File: src/lfps_params.svh
// Purpose: constants of the log fade PWM sequencer
// Assumes: 200 MHz clock; 16-bit registers on an 8-bit register address
// Notes: definitions only
`ifndef LFPS_PARAMS_SVH
`define LFPS_PARAMS_SVH

// Register addresses
`define LFPS_ADDR_CH0_SETUP 8'h15
`define LFPS_ADDR_GLOBAL_SETUP 8'h1F
`define LFPS_ADDR_GLOBAL_ACTION 8'h20
`define LFPS_ADDR_SEQ_CTRL 8'h27
`define LFPS_ADDR_PARAM_PTR 8'h2B
`define LFPS_ADDR_PARAM_WIN 8'h2C

// Parameter memory locations
`define LFPS_PARAM_BASE 16'h0020
`define LFPS_PARAM_DEPTH 16
`define LFPS_LOC_MIN 16'h0020
`define LFPS_LOC_MAX 16'h0021
`define LFPS_LOC_FREQ 16'h0022
`define LFPS_LOC_RISE 16'h0023
`define LFPS_LOC_DLY0 16'h0024
`define LFPS_LOC_DLY1 16'h0025
`define LFPS_LOC_FALL 16'h0026

// Field positions
`define LFPS_RUN_BIT 0
`define LFPS_ENABLE_BIT 1
`define LFPS_STORE_BIT 1
`define LFPS_DUTY_MSB 6
`define LFPS_FREQ_LSB 7
`define LFPS_FREQ_MSB 11
`define LFPS_STAT_TRIG_BIT 8
`define LFPS_STAT_STANDALONE_BIT 9
`define LFPS_STAT_BUSY_BIT 10

// Reset values
`define LFPS_SEQ_CTRL_RST 16'h0003
`define LFPS_SETUP_RST 16'h0000
`define LFPS_PRESET_MIN 16'h0000
`define LFPS_PRESET_MAX 16'h007F
`define LFPS_PRESET_FREQ 16'h0F80
`define LFPS_PRESET_RISE 16'h0939
`define LFPS_PRESET_DLY0 16'h0000
`define LFPS_PRESET_DLY1 16'h0058
`define LFPS_PRESET_FALL 16'h093E

// Timing
`define LFPS_CLK_PERIOD_PS 5000
`define LFPS_SLEW_UNIT_NS 2420
`define LFPS_DELAY_UNIT_NS 5682000
`define LFPS_PWM_SLOT_NS 1129
`define LFPS_SLEW_UNIT_CYC ((`LFPS_SLEW_UNIT_NS * 1000) / `LFPS_CLK_PERIOD_PS)
// Divide first: ns times 1000 would overflow 32 bits
`define LFPS_DELAY_UNIT_CYC (`LFPS_DELAY_UNIT_NS / (`LFPS_CLK_PERIOD_PS / 1000))
`define LFPS_PWM_SLOT_CYC ((`LFPS_PWM_SLOT_NS * 1000) / `LFPS_CLK_PERIOD_PS)
`define LFPS_PWM_SLOTS 127
`define LFPS_FULL_STEPS 176

`endif

File: src/lfps_pkg.sv
// Purpose: types and shared functions of the log fade PWM sequencer
// Assumes: lfps_params.svh on the include path
// Notes: lvlDuty is the logarithmic step curve
`include "lfps_params.svh"

package lfps_pkg;

    typedef enum logic [2:0] {
        SEQ_IDLE = 3'b001,
        SEQ_WAIT0 = 3'b010,
        SEQ_WAIT1 = 3'b100
    } lfps_seq_state_t;

    typedef logic [7:0] lfps_level_t;
    typedef logic [6:0] lfps_duty_t;

    // Three slopes, each steeper: 0..7, 8..31, 32..127 over levels 0..176
    function automatic lfps_duty_t lvlDuty(input lfps_level_t idx);
        logic [9:0] t;
        t = 10'h000;
        if (idx < 8'h40) begin
            lvlDuty = {4'h0, idx[5:3]};
        end else if (idx < 8'h70) begin
            t = 10'h008 + ({2'h0, idx - 8'h40} >> 1);
            lvlDuty = t[6:0];
        end else begin
            t = 10'h020 + (({2'h0, idx - 8'h70} * 10'h003) >> 1);
            lvlDuty = (t > 10'h07F) ? 7'h7F : t[6:0];
        end
    endfunction

    function automatic logic [15:0] presetWord(input int unsigned i);
        logic [15:0] w;
        w = 16'h0000;
        case (i)
            `LFPS_LOC_MIN - `LFPS_PARAM_BASE: w = `LFPS_PRESET_MIN;
            `LFPS_LOC_MAX - `LFPS_PARAM_BASE: w = `LFPS_PRESET_MAX;
            `LFPS_LOC_FREQ - `LFPS_PARAM_BASE: w = `LFPS_PRESET_FREQ;
            `LFPS_LOC_RISE - `LFPS_PARAM_BASE: w = `LFPS_PRESET_RISE;
            `LFPS_LOC_DLY0 - `LFPS_PARAM_BASE: w = `LFPS_PRESET_DLY0;
            `LFPS_LOC_DLY1 - `LFPS_PARAM_BASE: w = `LFPS_PRESET_DLY1;
            `LFPS_LOC_FALL - `LFPS_PARAM_BASE: w = `LFPS_PRESET_FALL;
            default: w = 16'h0000;
        endcase
        presetWord = w;
    endfunction

endpackage

File: src/lfps_chan_if.sv
// Purpose: carrier between sequencer core and its fade channels
// Assumes: two channels
// Notes: duty is driven per element by each channel
`timescale 1ns/1ps

interface lfps_chan_if;
    logic unitTick;
    logic seqOn;
    logic [1:0] start;
    logic dirUp;
    logic [15:0] riseSlew;
    logic [15:0] fallSlew;
    logic [6:0] maxDuty;
    logic [6:0] minDuty;
    logic [1:0][6:0] duty;

    modport core (
        output unitTick,
        output seqOn,
        output start,
        output dirUp,
        output riseSlew,
        output fallSlew,
        output maxDuty,
        output minDuty,
        input duty
    );

    modport chan (
        input unitTick,
        input seqOn,
        input start,
        input dirUp,
        input riseSlew,
        input fallSlew,
        input maxDuty,
        input minDuty,
        output duty
    );
endinterface

File: src/lfps_param_mem.sv
// Purpose: parameter memory with a nonvolatile copy
// Assumes: working words and stored copy both start at the presets
// Notes: read data and all words come from registers
`timescale 1ns/1ps
`include "lfps_params.svh"

module lfps_param_mem
    import lfps_pkg::*;
#(
    parameter int unsigned DW = 16,
    parameter int unsigned AW = 4,
    parameter int unsigned DEPTH = `LFPS_PARAM_DEPTH
) (
    input wire logic clk,
    input wire logic reset,
    input wire logic wrEn,
    input wire logic [AW-1:0] wrAddr,
    input wire logic [DW-1:0] wrData,
    input wire logic rdEn,
    input wire logic [AW-1:0] rdAddr,
    output logic [DW-1:0] rdData,
    input wire logic storeReq,
    output logic [DEPTH-1:0][DW-1:0] words
);
    logic [DEPTH-1:0][DW-1:0] nvm_r;

    genvar g;
    generate
        for (g = 0; g < DEPTH; g++) begin : gWord
            always_ff @(posedge clk or posedge reset) begin
                if (reset) begin
                    words[g] <= DW'(presetWord(g));
                end else if (wrEn && wrAddr == AW'(g)) begin
                    words[g] <= wrData;
                end
            end

            // Stored copy is what the next power cycle would restore
            always_ff @(posedge clk or posedge reset) begin
                if (reset) begin
                    nvm_r[g] <= DW'(presetWord(g));
                end else if (storeReq) begin
                    nvm_r[g] <= words[g];
                end
            end
        end
    endgenerate

    always_ff @(posedge clk or posedge reset) begin
        if (reset) begin
            rdData <= '0;
        end else if (rdEn) begin
            rdData <= words[rdAddr];
        end
    end
endmodule

File: src/lfps_fade_chan.sv
// Purpose: one logarithmic fade channel
// Assumes: unitTick is a one-cycle slew unit enable
// Notes: each step lasts slew+1 units
`timescale 1ns/1ps
`include "lfps_params.svh"

module lfps_fade_chan
    import lfps_pkg::*;
#(
    parameter int unsigned CH = 0
) (
    input wire logic clk,
    input wire logic reset,
    lfps_chan_if.chan bus
);
    logic active_r;
    logic dirUp_r;
    lfps_level_t idx_r;
    logic [15:0] slewCnt_r;
    lfps_duty_t duty_r;
    logic [15:0] slew;
    logic stepDue;
    logic canRise;
    logic canFall;
    logic canStep;

    assign slew = dirUp_r ? bus.riseSlew : bus.fallSlew;
    assign stepDue = bus.unitTick && (slewCnt_r >= slew);
    // Stop short of a level whose duty would pass the bound
    assign canRise = (idx_r < 8'(`LFPS_FULL_STEPS)) &&
        (lvlDuty(idx_r + 8'h01) <= bus.maxDuty);
    assign canFall = (idx_r != 8'h00) &&
        (lvlDuty(idx_r - 8'h01) >= bus.minDuty);
    assign canStep = dirUp_r ? canRise : canFall;
    assign bus.duty[CH] = duty_r;

    always_ff @(posedge clk or posedge reset) begin
        if (reset) begin
            active_r <= 1'b0;
            dirUp_r <= 1'b0;
        end else if (!bus.seqOn) begin
            active_r <= 1'b0;
        end else if (bus.start[CH]) begin
            active_r <= 1'b1;
            dirUp_r <= bus.dirUp;
        end else if (stepDue && !canStep) begin
            active_r <= 1'b0;
        end
    end

    always_ff @(posedge clk or posedge reset) begin
        if (reset) begin
            slewCnt_r <= 16'h0000;
        end else if (bus.start[CH] || stepDue) begin
            slewCnt_r <= 16'h0000;
        end else if (active_r && bus.unitTick) begin
            slewCnt_r <= slewCnt_r + 16'h0001;
        end
    end

    always_ff @(posedge clk or posedge reset) begin
        if (reset) begin
            idx_r <= 8'h00;
        end else if (active_r && stepDue && canStep && !bus.start[CH]) begin
            idx_r <= dirUp_r ? idx_r + 8'h01 : idx_r - 8'h01;
        end
    end

    always_ff @(posedge clk or posedge reset) begin
        if (reset) begin
            duty_r <= 7'h00;
        end else begin
            duty_r <= lvlDuty(idx_r);
        end
    end
endmodule

File: src/lfps_sequencer.sv
// Purpose: two-channel logarithmic fade PWM sequencer, top level
// Assumes: register port of the device; pins are asynchronous
// Notes: parameters reached through a pointer and data window
`timescale 1ns/1ps
`include "lfps_params.svh"

module lfps_sequencer
    import lfps_pkg::*;
#(
    parameter int unsigned DELAY_UNIT_CYC = `LFPS_DELAY_UNIT_CYC,
    parameter int unsigned SLEW_UNIT_CYC = `LFPS_SLEW_UNIT_CYC,
    parameter int unsigned PWM_SLOT_CYC = `LFPS_PWM_SLOT_CYC
) (
    input wire logic clk,
    input wire logic reset,
    input wire logic modePin,
    input wire logic triggerInput,
    input wire logic [7:0] regAddr,
    input wire logic regWrEn,
    input wire logic [15:0] regWrData,
    input wire logic regRdEn,
    output logic [15:0] regRdData,
    output logic regRdValid,
    output logic [1:0] pwmOut,
    output logic [1:0] pwmOe
);
    localparam int unsigned IDX_MIN = `LFPS_LOC_MIN - `LFPS_PARAM_BASE;
    localparam int unsigned IDX_MAX = `LFPS_LOC_MAX - `LFPS_PARAM_BASE;
    localparam int unsigned IDX_FREQ = `LFPS_LOC_FREQ - `LFPS_PARAM_BASE;
    localparam int unsigned IDX_RISE = `LFPS_LOC_RISE - `LFPS_PARAM_BASE;
    localparam int unsigned IDX_DLY0 = `LFPS_LOC_DLY0 - `LFPS_PARAM_BASE;
    localparam int unsigned IDX_DLY1 = `LFPS_LOC_DLY1 - `LFPS_PARAM_BASE;
    localparam int unsigned IDX_FALL = `LFPS_LOC_FALL - `LFPS_PARAM_BASE;

    lfps_chan_if chanBus();

    // Pin synchronisers: three stages, change accepted when last two agree
    logic [2:0] trigSync_r;
    logic [2:0] modeSync_r;
    logic trigLevel_r;
    logic standalone_r;
    logic trigRise;
    logic trigFall;

    always_ff @(posedge clk or posedge reset) begin
        if (reset) begin
            trigSync_r <= 3'b000;
            modeSync_r <= 3'b000;
        end else begin
            trigSync_r <= {trigSync_r[1:0], triggerInput};
            modeSync_r <= {modeSync_r[1:0], modePin};
        end
    end

    always_ff @(posedge clk or posedge reset) begin
        if (reset) begin
            trigLevel_r <= 1'b0;
            standalone_r <= 1'b0;
        end else begin
            if (trigSync_r[1] == trigSync_r[2]) begin
                trigLevel_r <= trigSync_r[2];
            end
            if (modeSync_r[1] == modeSync_r[2]) begin
                standalone_r <= modeSync_r[2];
            end
        end
    end

    assign trigRise = (trigSync_r[1] == trigSync_r[2]) && trigSync_r[2] && !trigLevel_r;
    assign trigFall = (trigSync_r[1] == trigSync_r[2]) && !trigSync_r[2] && trigLevel_r;

    // Register file
    logic [15:0] ch0Setup_r;
    logic [15:0] globalSetup_r;
    logic [15:0] seqCtrl_r;
    logic [15:0] paramPtr_r;
    logic storeBusy_r;
    logic wrCh0;
    logic wrGlobal;
    logic wrAction;
    logic wrSeq;
    logic wrPtr;
    logic ptrInRange;
    logic memWrEn;
    logic memRdEn;
    logic storeReq;
    logic seqOn;
    logic [15:0] memRdData;
    logic [`LFPS_PARAM_DEPTH-1:0][15:0] words;

    assign wrCh0 = regWrEn && regAddr == `LFPS_ADDR_CH0_SETUP;
    assign wrGlobal = regWrEn && regAddr == `LFPS_ADDR_GLOBAL_SETUP;
    assign wrAction = regWrEn && regAddr == `LFPS_ADDR_GLOBAL_ACTION;
    assign wrSeq = regWrEn && regAddr == `LFPS_ADDR_SEQ_CTRL;
    assign wrPtr = regWrEn && regAddr == `LFPS_ADDR_PARAM_PTR;
    assign ptrInRange = paramPtr_r[15:4] == 12'(`LFPS_PARAM_BASE >> 4);
    assign memWrEn = regWrEn && regAddr == `LFPS_ADDR_PARAM_WIN && ptrInRange;
    assign memRdEn = regRdEn && regAddr == `LFPS_ADDR_PARAM_WIN && ptrInRange;
    assign storeReq = wrAction && regWrData[`LFPS_STORE_BIT];
    // Both bits must be set; clearing either stops the sequencer
    assign seqOn = seqCtrl_r[`LFPS_RUN_BIT] && seqCtrl_r[`LFPS_ENABLE_BIT];

    always_ff @(posedge clk or posedge reset) begin
        if (reset) begin
            ch0Setup_r <= `LFPS_SETUP_RST;
            globalSetup_r <= `LFPS_SETUP_RST;
            seqCtrl_r <= `LFPS_SEQ_CTRL_RST;
            paramPtr_r <= 16'h0000;
        end else begin
            if (wrCh0) begin
                ch0Setup_r <= regWrData;
            end
            if (wrGlobal) begin
                globalSetup_r <= regWrData;
            end
            if (wrSeq) begin
                seqCtrl_r <= {14'h0000, regWrData[1:0]};
            end
            if (wrPtr) begin
                paramPtr_r <= regWrData;
            end
        end
    end

    // Store completes in one cycle; busy flag shows it for that cycle
    always_ff @(posedge clk or posedge reset) begin
        if (reset) begin
            storeBusy_r <= 1'b0;
        end else begin
            storeBusy_r <= storeReq;
        end
    end

    lfps_param_mem #(
        .DW(16),
        .AW(4),
        .DEPTH(`LFPS_PARAM_DEPTH)
    ) uMem (
        .clk(clk),
        .reset(reset),
        .wrEn(memWrEn),
        .wrAddr(paramPtr_r[3:0]),
        .wrData(regWrData),
        .rdEn(memRdEn),
        .rdAddr(paramPtr_r[3:0]),
        .rdData(memRdData),
        .storeReq(storeReq),
        .words(words)
    );

    // Read path: address held one cycle so window data can arrive
    logic rdPend_r;
    logic [7:0] rdAddr_r;
    logic rdInRange_r;
    logic [15:0] rdMux;
    logic [15:0] seqStatus;

    assign seqStatus = {5'h00, storeBusy_r, standalone_r, trigLevel_r, 6'h00, seqCtrl_r[1:0]};

    always_comb begin
        rdMux = 16'h0000;
        case (rdAddr_r)
            `LFPS_ADDR_CH0_SETUP: rdMux = ch0Setup_r;
            `LFPS_ADDR_GLOBAL_SETUP: rdMux = globalSetup_r;
            `LFPS_ADDR_SEQ_CTRL: rdMux = seqStatus;
            `LFPS_ADDR_PARAM_PTR: rdMux = paramPtr_r;
            `LFPS_ADDR_PARAM_WIN: rdMux = rdInRange_r ? memRdData : 16'h0000;
            default: rdMux = 16'h0000;
        endcase
    end

    always_ff @(posedge clk or posedge reset) begin
        if (reset) begin
            rdPend_r <= 1'b0;
            rdAddr_r <= 8'h00;
            rdInRange_r <= 1'b0;
            regRdData <= 16'h0000;
            regRdValid <= 1'b0;
        end else begin
            rdPend_r <= regRdEn;
            if (regRdEn) begin
                rdAddr_r <= regAddr;
                rdInRange_r <= ptrInRange;
            end
            regRdValid <= rdPend_r;
            if (rdPend_r) begin
                regRdData <= rdMux;
            end
        end
    end

    // Slew unit divider
    logic [31:0] slewDiv_r;
    logic slewTick;

    assign slewTick = slewDiv_r == SLEW_UNIT_CYC - 1;

    always_ff @(posedge clk or posedge reset) begin
        if (reset) begin
            slewDiv_r <= 32'h00000000;
        end else begin
            slewDiv_r <= slewTick ? 32'h00000000 : slewDiv_r + 32'h00000001;
        end
    end

    // Channel start sequencing
    lfps_seq_state_t state_r;
    lfps_seq_state_t state_nxt;
    logic [31:0] dlyDiv_r;
    logic [15:0] dlyCnt_r;
    logic dlyTick;
    logic dlyDone;
    logic newEdge;
    logic [1:0] start_r;
    logic dirUp_r;
    logic [15:0] dlyTarget;

    assign newEdge = seqOn && (trigRise || trigFall);
    assign dlyTick = dlyDiv_r == DELAY_UNIT_CYC - 1;
    assign dlyTarget = (state_r == SEQ_WAIT0) ? words[IDX_DLY0] : words[IDX_DLY1];
    assign dlyDone = dlyCnt_r >= dlyTarget;

    always_comb begin
        state_nxt = state_r;
        unique case (state_r)
            SEQ_IDLE: state_nxt = SEQ_IDLE;
            SEQ_WAIT0: state_nxt = dlyDone ? SEQ_WAIT1 : SEQ_WAIT0;
            SEQ_WAIT1: state_nxt = dlyDone ? SEQ_IDLE : SEQ_WAIT1;
            default: state_nxt = SEQ_IDLE;
        endcase
        if (newEdge) begin
            state_nxt = SEQ_WAIT0;
        end
        if (!seqOn) begin
            state_nxt = SEQ_IDLE;
        end
    end

    always_ff @(posedge clk or posedge reset) begin
        if (reset) begin
            state_r <= SEQ_IDLE;
        end else begin
            state_r <= state_nxt;
        end
    end

    // Delay counter restarts on each edge and each channel start
    always_ff @(posedge clk or posedge reset) begin
        if (reset) begin
            dlyDiv_r <= 32'h00000000;
            dlyCnt_r <= 16'h0000;
        end else if (newEdge || state_r != state_nxt) begin
            dlyDiv_r <= 32'h00000000;
            dlyCnt_r <= 16'h0000;
        end else if (dlyTick) begin
            dlyDiv_r <= 32'h00000000;
            dlyCnt_r <= dlyCnt_r + 16'h0001;
        end else begin
            dlyDiv_r <= dlyDiv_r + 32'h00000001;
        end
    end

    always_ff @(posedge clk or posedge reset) begin
        if (reset) begin
            start_r <= 2'b00;
            dirUp_r <= 1'b0;
        end else begin
            start_r[0] <= seqOn && !newEdge && state_r == SEQ_WAIT0 && dlyDone;
            start_r[1] <= seqOn && !newEdge && state_r == SEQ_WAIT1 && dlyDone;
            if (newEdge) begin
                dirUp_r <= trigRise;
            end
        end
    end

    assign chanBus.unitTick = slewTick;
    assign chanBus.seqOn = seqOn;
    assign chanBus.start = start_r;
    assign chanBus.dirUp = dirUp_r;
    assign chanBus.riseSlew = words[IDX_RISE];
    assign chanBus.fallSlew = words[IDX_FALL];
    assign chanBus.maxDuty = words[IDX_MAX][`LFPS_DUTY_MSB:0];
    assign chanBus.minDuty = words[IDX_MIN][`LFPS_DUTY_MSB:0];

    genvar c;
    generate
        for (c = 0; c < 2; c++) begin : gChan
            lfps_fade_chan #(
                .CH(c)
            ) uChan (
                .clk(clk),
                .reset(reset),
                .bus(chanBus)
            );
        end
    endgenerate

    // PWM: 127 slots per period so duty 0x7F is fully on
    logic [4:0] rateCode;
    logic [23:0] slotLen;
    logic [23:0] slotDiv_r;
    logic [6:0] slot_r;
    logic slotEnd;

    assign rateCode = words[IDX_FREQ][`LFPS_FREQ_MSB:`LFPS_FREQ_LSB];
    // Higher code, longer slot, lower frequency
    assign slotLen = 24'(({19'h00000, rateCode} + 24'h000001) * PWM_SLOT_CYC);
    assign slotEnd = slotDiv_r >= slotLen - 24'h000001;

    always_ff @(posedge clk or posedge reset) begin
        if (reset) begin
            slotDiv_r <= 24'h000000;
            slot_r <= 7'h00;
        end else if (slotEnd) begin
            slotDiv_r <= 24'h000000;
            slot_r <= (slot_r >= 7'(`LFPS_PWM_SLOTS - 1)) ? 7'h00 : slot_r + 7'h01;
        end else begin
            slotDiv_r <= slotDiv_r + 24'h000001;
        end
    end

    genvar p;
    generate
        for (p = 0; p < 2; p++) begin : gPwm
            always_ff @(posedge clk or posedge reset) begin
                if (reset) begin
                    pwmOut[p] <= 1'b0;
                    pwmOe[p] <= 1'b0;
                end else begin
                    pwmOut[p] <= standalone_r && seqOn && (slot_r < chanBus.duty[p]);
                    pwmOe[p] <= standalone_r;
                end
            end
        end
    endgenerate
endmodule

File: config.mk
export PLATFORM = sky130hd
export DESIGN_NAME = lfps_sequencer
export DESIGN_NICKNAME = d
export VERILOG_FILES = /design/src/lfps_pkg.sv /design/src/lfps_chan_if.sv /design/src/lfps_param_mem.sv /design/src/lfps_fade_chan.sv /design/src/lfps_sequencer.sv
export VERILOG_INCLUDE_DIRS = /design/src /design/src/src
export SDC_FILE = /design/constraint.sdc
export NUM_CORES = 1
export LEC_CHECK = 0
export ABC_AREA = 1
export BUFFER_PORTS_ARGS = -buffer_cell sky130_fd_sc_hd__buf_2
export CAP_MARGIN = 25
export CORE_MARGIN = 3
export CORE_UTILIZATION = 40
export DETAILED_ROUTE_END_ITERATION = 7
export GPL_TIMING_DRIVEN = 0
export PLACE_DENSITY = 0.56
export SYNTH_ARGS = -nofsm -noshare
export SYNTH_HDL_FRONTEND = slang
export SYNTH_SLANG_ARGS = --single-unit
File: constraint.sdc
create_clock -name clk -period 46.7 [get_ports clk]
set_input_delay 9.34 -clock clk [delete_from_list [all_inputs] [get_ports clk]]
set_output_delay 9.34 -clock clk [all_outputs]
set_load 0.05 [all_outputs]
## Yosys cells after proc, flatten, opt, wreduce, memory -nomap -nowiden

Index checks and enable logic that the tools add are counted.

- Word-level logic and storage cells: 290
- Bits in read-only memories: 0
- Latch bits: 0
- Output and inout bits: 21
- Flip-flop bits (word level): 544
- Memory bits (writable): 0
- Memories: 0

- Shifts and indexed selects: 0
- Multiply operators: 7
- Add/sub/neg operators: 37
- Mux-type cells: 51
- Magnitude comparators: 32
- Reduce and logical (&&, ||, !) cells: 75
- Equal/unequal tests: 36
- Bitwise gates (word level): 0
- Div/mod/pow operators: 0

Operators by type and width:

| kind | number |
|---|---|
| 16-bit two-way mux | 11 |
| 7-bit two-way mux | 19 |
| 8-bit by 7-bit less-than comparator with 1-bit output (second input constant) | 12 |
| 32-bit two-way mux | 3 |
| 8-bit by 7-bit subtractor with 8-bit output (second input constant) | 12 |
| 16-bit case mux with 5 select lines | 1 |
| 32-bit by 1-bit adder with 32-bit output (second input constant) | 2 |
| 16-bit binary-select mux with 4-bit select | 1 |
| 6-bit by 9-bit adder with 10-bit output (first input constant) | 6 |
| 10-bit by 7-bit greater-than comparator with 1-bit output (second input constant) | 6 |
| 8-bit by 2-bit multiplier with 10-bit output (second input constant) | 6 |
| 8-bit by 6-bit == test with 1-bit output (second input constant) | 7 |
| 1-bit logical AND | 56 |
| 16-bit by 1-bit adder with 16-bit output (second input constant) | 3 |
| 16-bit greater-or-equal comparator | 3 |
| 4-bit by 7-bit adder with 7-bit output (first input constant) | 6 |
| 32-bit by 21-bit == test with 1-bit output (second input constant) | 1 |
| 32-bit by 9-bit == test with 1-bit output (second input constant) | 1 |
| 4-bit == test (second input constant) | 8 |
| 8-bit by 5-bit == test with 1-bit output (second input constant) | 4 |
| 24-bit by 1-bit adder with 24-bit output (second input constant) | 1 |
| 24-bit greater-or-equal comparator | 1 |
| 24-bit two-way mux | 1 |
| 8-bit by 1-bit adder with 8-bit output (second input constant) | 2 |
| 31 further kinds | 65 |

## Longest topological paths before layout

- Depth in word-level cells: 16
- Mapped depth: 36
- Gate-level depth less buffers: 34

## Worst setup path after synthesis

Ideal clock, no wire load.

- Path type: input port to flip-flop
- Start point: input regAddr[7]
- End point: register uMem.words[11] (netlist name)
- Data required time: 46567 ps
- Slack: 35760 ps
- Stages: 10
- Arrival: 10806 ps
- Setup time: 133 ps
- Path through: nor2_1 nand3_1 inv_1 nand4_1 nor4b_4 buf_12 nand4_4 buf_2 nand2_1 o21ai_0

- Longest elaborated chain between the ends: 4

Ends and longest elaborated chain:

| element | RTL line | source |
|---|---|---|
| start: declaration | lfps_sequencer.sv:18 | `input wire logic [7:0] regAddr,` |
| 8-bit by 6-bit == test with 1-bit output (no source line) | n/a |  |
| 1-bit logical AND (no source line) | n/a |  |
| 1-bit logical AND | lfps_sequencer.sv:97 | `` assign memWrEn = regWrEn && regAddr == `LFPS_ADDR_PARAM_WIN && ptrInRange; `` |
| 1-bit logical AND | lfps_param_mem.sv:33 | `end else if (wrEn && wrAddr == AW'(g)) begin` |
| end signal: indexed assignment | lfps_param_mem.sv:32 | `words[g] <= DW'(presetWord(g));` |
| end signal: indexed assignment | lfps_param_mem.sv:34 | `words[g] <= wrData;` |
| end: declaration | lfps_param_mem.sv:23 | `output logic [DEPTH-1:0][DW-1:0] words` |

Every way passes these cells.
A chain may end at the register's enable or synchronous reset.

## Worst setup path in the final report

- Start point: input regAddr[7]
- End point: register uMem.words[81] (netlist name)

The elaborated chain is that of the path after synthesis.

==> results.toml <==
[power_and_ir_drop]
vdd_drop_max_uv = 25.3
power.leakage_nw = 17.6
power_density_nw_per_um2 = 27.9

[detailed_routing]
drc_errors = 0
wl_per_cell_um = 18.5
vias = 29400
firstDrtPassIters = 6
drt.antenna.violating_nets = 0
vias_per_cell = 5.36
wl_um = 102000
drtIter0Drc = 2321

[min_path]
hp-class = "flop to flop"
worstHoldPathCells = 0
hold_end = "modeSync_r[1]$_DFF_PP0_"
hold_path.startpoint = "modeSync_r[0]$_DFF_PP0_"

[cts]
ctsLongestPathBuffers = 3
cts_hold_buf = 0
post_cts_resize_count = 0
postCtsSetupBuffers = 0
htree_num_levels = 3
numCtsBuffers = 67
cts_root_buf = "clkbuf_16"
cts.sinks = 544
clock_latency_ns = 0.60
cts_tree = "yes"
path_clk_slew_ns = 0.06

[synthesis]
ys.flop_type = "dfrtp_1"
synth.area.top_cells = "dfrtp_1, nand2_1, ha_1"
synthesis.area_sq_um = 33400
synth_top_family_by_area = "simple AND/OR/NAND/NOR gates"
async_flop_share = 1.00
avgSynthCellArea_sq_um = 7.86
synth_xor_xnor_area_share = 0.0409
synthAdderAreaFrac = 0.0980
syn_inst = 4252
synth_warnings = 0
syn-num-nets = 4537
yosysTopAreaCell = "dfrtp_1"
synth_commonest_cells = "nand2_1, o21ai_0, dfrtp_1, inv_1, nand3_1"
yosys.area_share.simple = 0.243
synth-edff-count = 0
muxShareOfSynthArea = 0.00468
synth_top_area_share = 0.384
ys_ff_latch = 544
synthDistinctLibCells = 54
synth_compound_area_frac = 0.131
yosysSeqAreaShare = 0.408
synth.most_common_cell = "nand2_1"

[setup_path]
crit_chain = "buf_2 > nor2_1 > nand3_1 > inv_1 > nand4_1 > nor4b_4 > nand4_1 > clkbuf_1 > nand2_1 > o21ai_0"
timing.critical_path.mode_cell = "nand4_1"
r2r.worst_path.cells = 23
rr_endpoint = "slotDiv_r[16]$_DFF_PP0_"
worst-path-stages = 10
r2r-start = "uMem.words[39]$_DFFE_PP1P_"
max_stage_delay_ns = 0.90
critPathTopFamily = "simple AND/OR/NAND/NOR gates"
worst_setup_path_start_kind = "input pin"
required_ns = 47.13
ff2ff_setup_slack_ns = 40.08
path_buf_inv = 3
crit_arrival_ns = 11.98
critPathSlowestCell = "nor4b_4"
crit_start = "regAddr[7]"
path_max_fanout = 10
worst_setup_path_end_kind = "flop"
critPathKind = "input pin to flop"

[timing]
clock_skew_ns = 0.0113
relSlewSlack = 0.285
tns_ns = 0
worst_slew_pin_slew_ns = 1.07
period_share = 0.247
maxSlewViolCount = 0
timing.fmax_ghz = 0.0866
setup_ws_ns = 35.15
setup_viol = 0
rsz0062_at_grt = "no"
hold_viol = 0
holdWs_ns = 0.352
fin_crit_ns = 11.55

[finish]
nets = 4661
drive_above_1_share = 0.0642
area_growth_pct = 11.6
fillers = 8293
finish.utilization = 0.453
fin_area_sq_um = 37300

[die]
start_util = 0.406
die_x_um = 295
die_h_um = 295
ios = 51
rows = 105
die-area_sq_um = 87100
design.core.area_sq_um = 82400

[global_route]
grt_max_degree = 119
grt.total_usage = 0.233
gr-total-overflow = 0
grt_pass1_vias = 28000
grt_first_pass_wirelength_um = 160000
grt_antenna_before_repair = 0

[place]
place_area_sq_um = 35200
dpl.hpwl_um = 75200
port_buffers = 50
place_ws_ns = 34.58
place_congestion = 0.945

[job]
drv_cap = 0

[status]
status = "finished, final reports clean"
-- power by group --
group	internal [W]	leakage, nW	switching, W
Combinational	0.00000870	9.16	0.0000350
Sequential	0.000478	7.37	0.00000564
Clock	0.000299	1.06	0.000214
-- cells by family after synthesis --
group,count (synthesis)
xor+xnor,156
fa+ha+maj,256
simple gates,1843
mux,14
flops,544
compound gates,791
buf+inv,648
-- routing by layer --
metal	vias to the layer above	GRT usage	share of wire	wire length, um
met4	0	0.0620	0.027	2730
met3	165	0.0352	0.054	5530
met1	14100	0.343	0.48	49100
met2	692	0.358	0.44	44500
li1	14400	-	-	-
met5	-	0	0	0
-- final cells by class --
cell class	instances	area, sq um	area share
antenna	1	2.50	0.0000671
inverter	479	1810	0.0484
tap	1070	1340	0.0359
timing repair buffer	55	388	0.0104
clock buffer	95	1960	0.0526
sequential	544	13700	0.366
buffer	169	702	0.0188
clock inverter	22	183	0.00490
multi-input combinational	3060	17300	0.463
-- cells in the final DEF (no fill, tap or decap), types with 5 or more instances in the layout --
cell type / netlist / final
fa_1: 10 / 10
buf_2: 36 / 86
nor4_1: 29 / 29
nand3_4: 8 / 8
o2111ai_1: 11 / 11
clkbuf_16: 0 / 68
a41oi_1: 5 / 5
buf_1: 10 / 10
or2_2: 20 / 20
clkbuf_1: 119 / 130
o22ai_1: 11 / 11
nand4_1: 110 / 110
dfrtp_1: 513 / 513
a221oi_1: 14 / 14
nand3b_1: 20 / 20
xnor2_1: 37 / 37
and2_1: 6 / 6
a21oi_1: 125 / 125
mux2_2: 13 / 13
xor2_1: 119 / 119
o21ai_0: 517 / 517
o31ai_1: 5 / 5
a22oi_1: 48 / 48
nor2_1: 253 / 253
nand3_1: 293 / 293
o211ai_1: 22 / 22
clkinv_2: 0 / 12
nand2_1: 1007 / 1007
clkbuf_8: 0 / 16
buf_16: 0 / 5
o21bai_1: 18 / 18
nor3b_1: 14 / 14
nor3_1: 76 / 76
ha_1: 245 / 245
inv_1: 475 / 474
dfstp_2: 31 / 31
-- worst register-to-register path, delay by kind of cell (launching register included) --
kind / cells / cell delay [ns]
DFF: 1 / 0.67
xor gates and xnor gates: 2 / 1.25
buffers and inverters: 3 / 0.48
adders and majority gates: 7 / 2.44
and+or+nand+nor: 7 / 0.94
AOI/OAI and AO/OA: 4 / 0.77
-- through the flow --
| stage | std cells | total power, W |
|---|---|---|
| after CTS | 5494 | 0.00105 |
| final | 5495 | 0.00104 |
| after global placement | 5372 | 0.000534 |
| after detailed placement | 5377 | 0.000536 |
| after floorplan | 4252 | 0.000516 |
| after global routing | 5494 | 0.00107 |
-- how the worst max path moves through the flow --
stage / end / slack (ns)
after floorplan: ch0Setup_r[0]$_DFFE_PP0P_ / 22.20
after global placement: uMem.words[154]$_DFFE_PP0P_ / 15.13
after detailed placement: uMem.words[90]$_DFFE_PP0P_ / 34.58
after CTS: uMem.words[81]$_DFFE_PP0P_ / 35.21
after global routing: uMem.words[80]$_DFFE_PP0P_ / 35.02
final: uMem.words[81]$_DFFE_PP0P_ / 35.15
-- flip-flops by register name (all words and copies together) (netlist names), 14 cells and up --
signal,cells
gChan.uChan.duty_r,14
globalSetup_r,16
gChan.uChan.slewCnt_r,32
regRdData,16
ch0Setup_r,16
slewDiv_r,32
slotDiv_r,24
dlyDiv_r,32
paramPtr_r,16
uMem.words,256
gChan.uChan.idx_r,16
dlyCnt_r,16
uMem.rdData,16
Power figures use the tool's default switching activity.
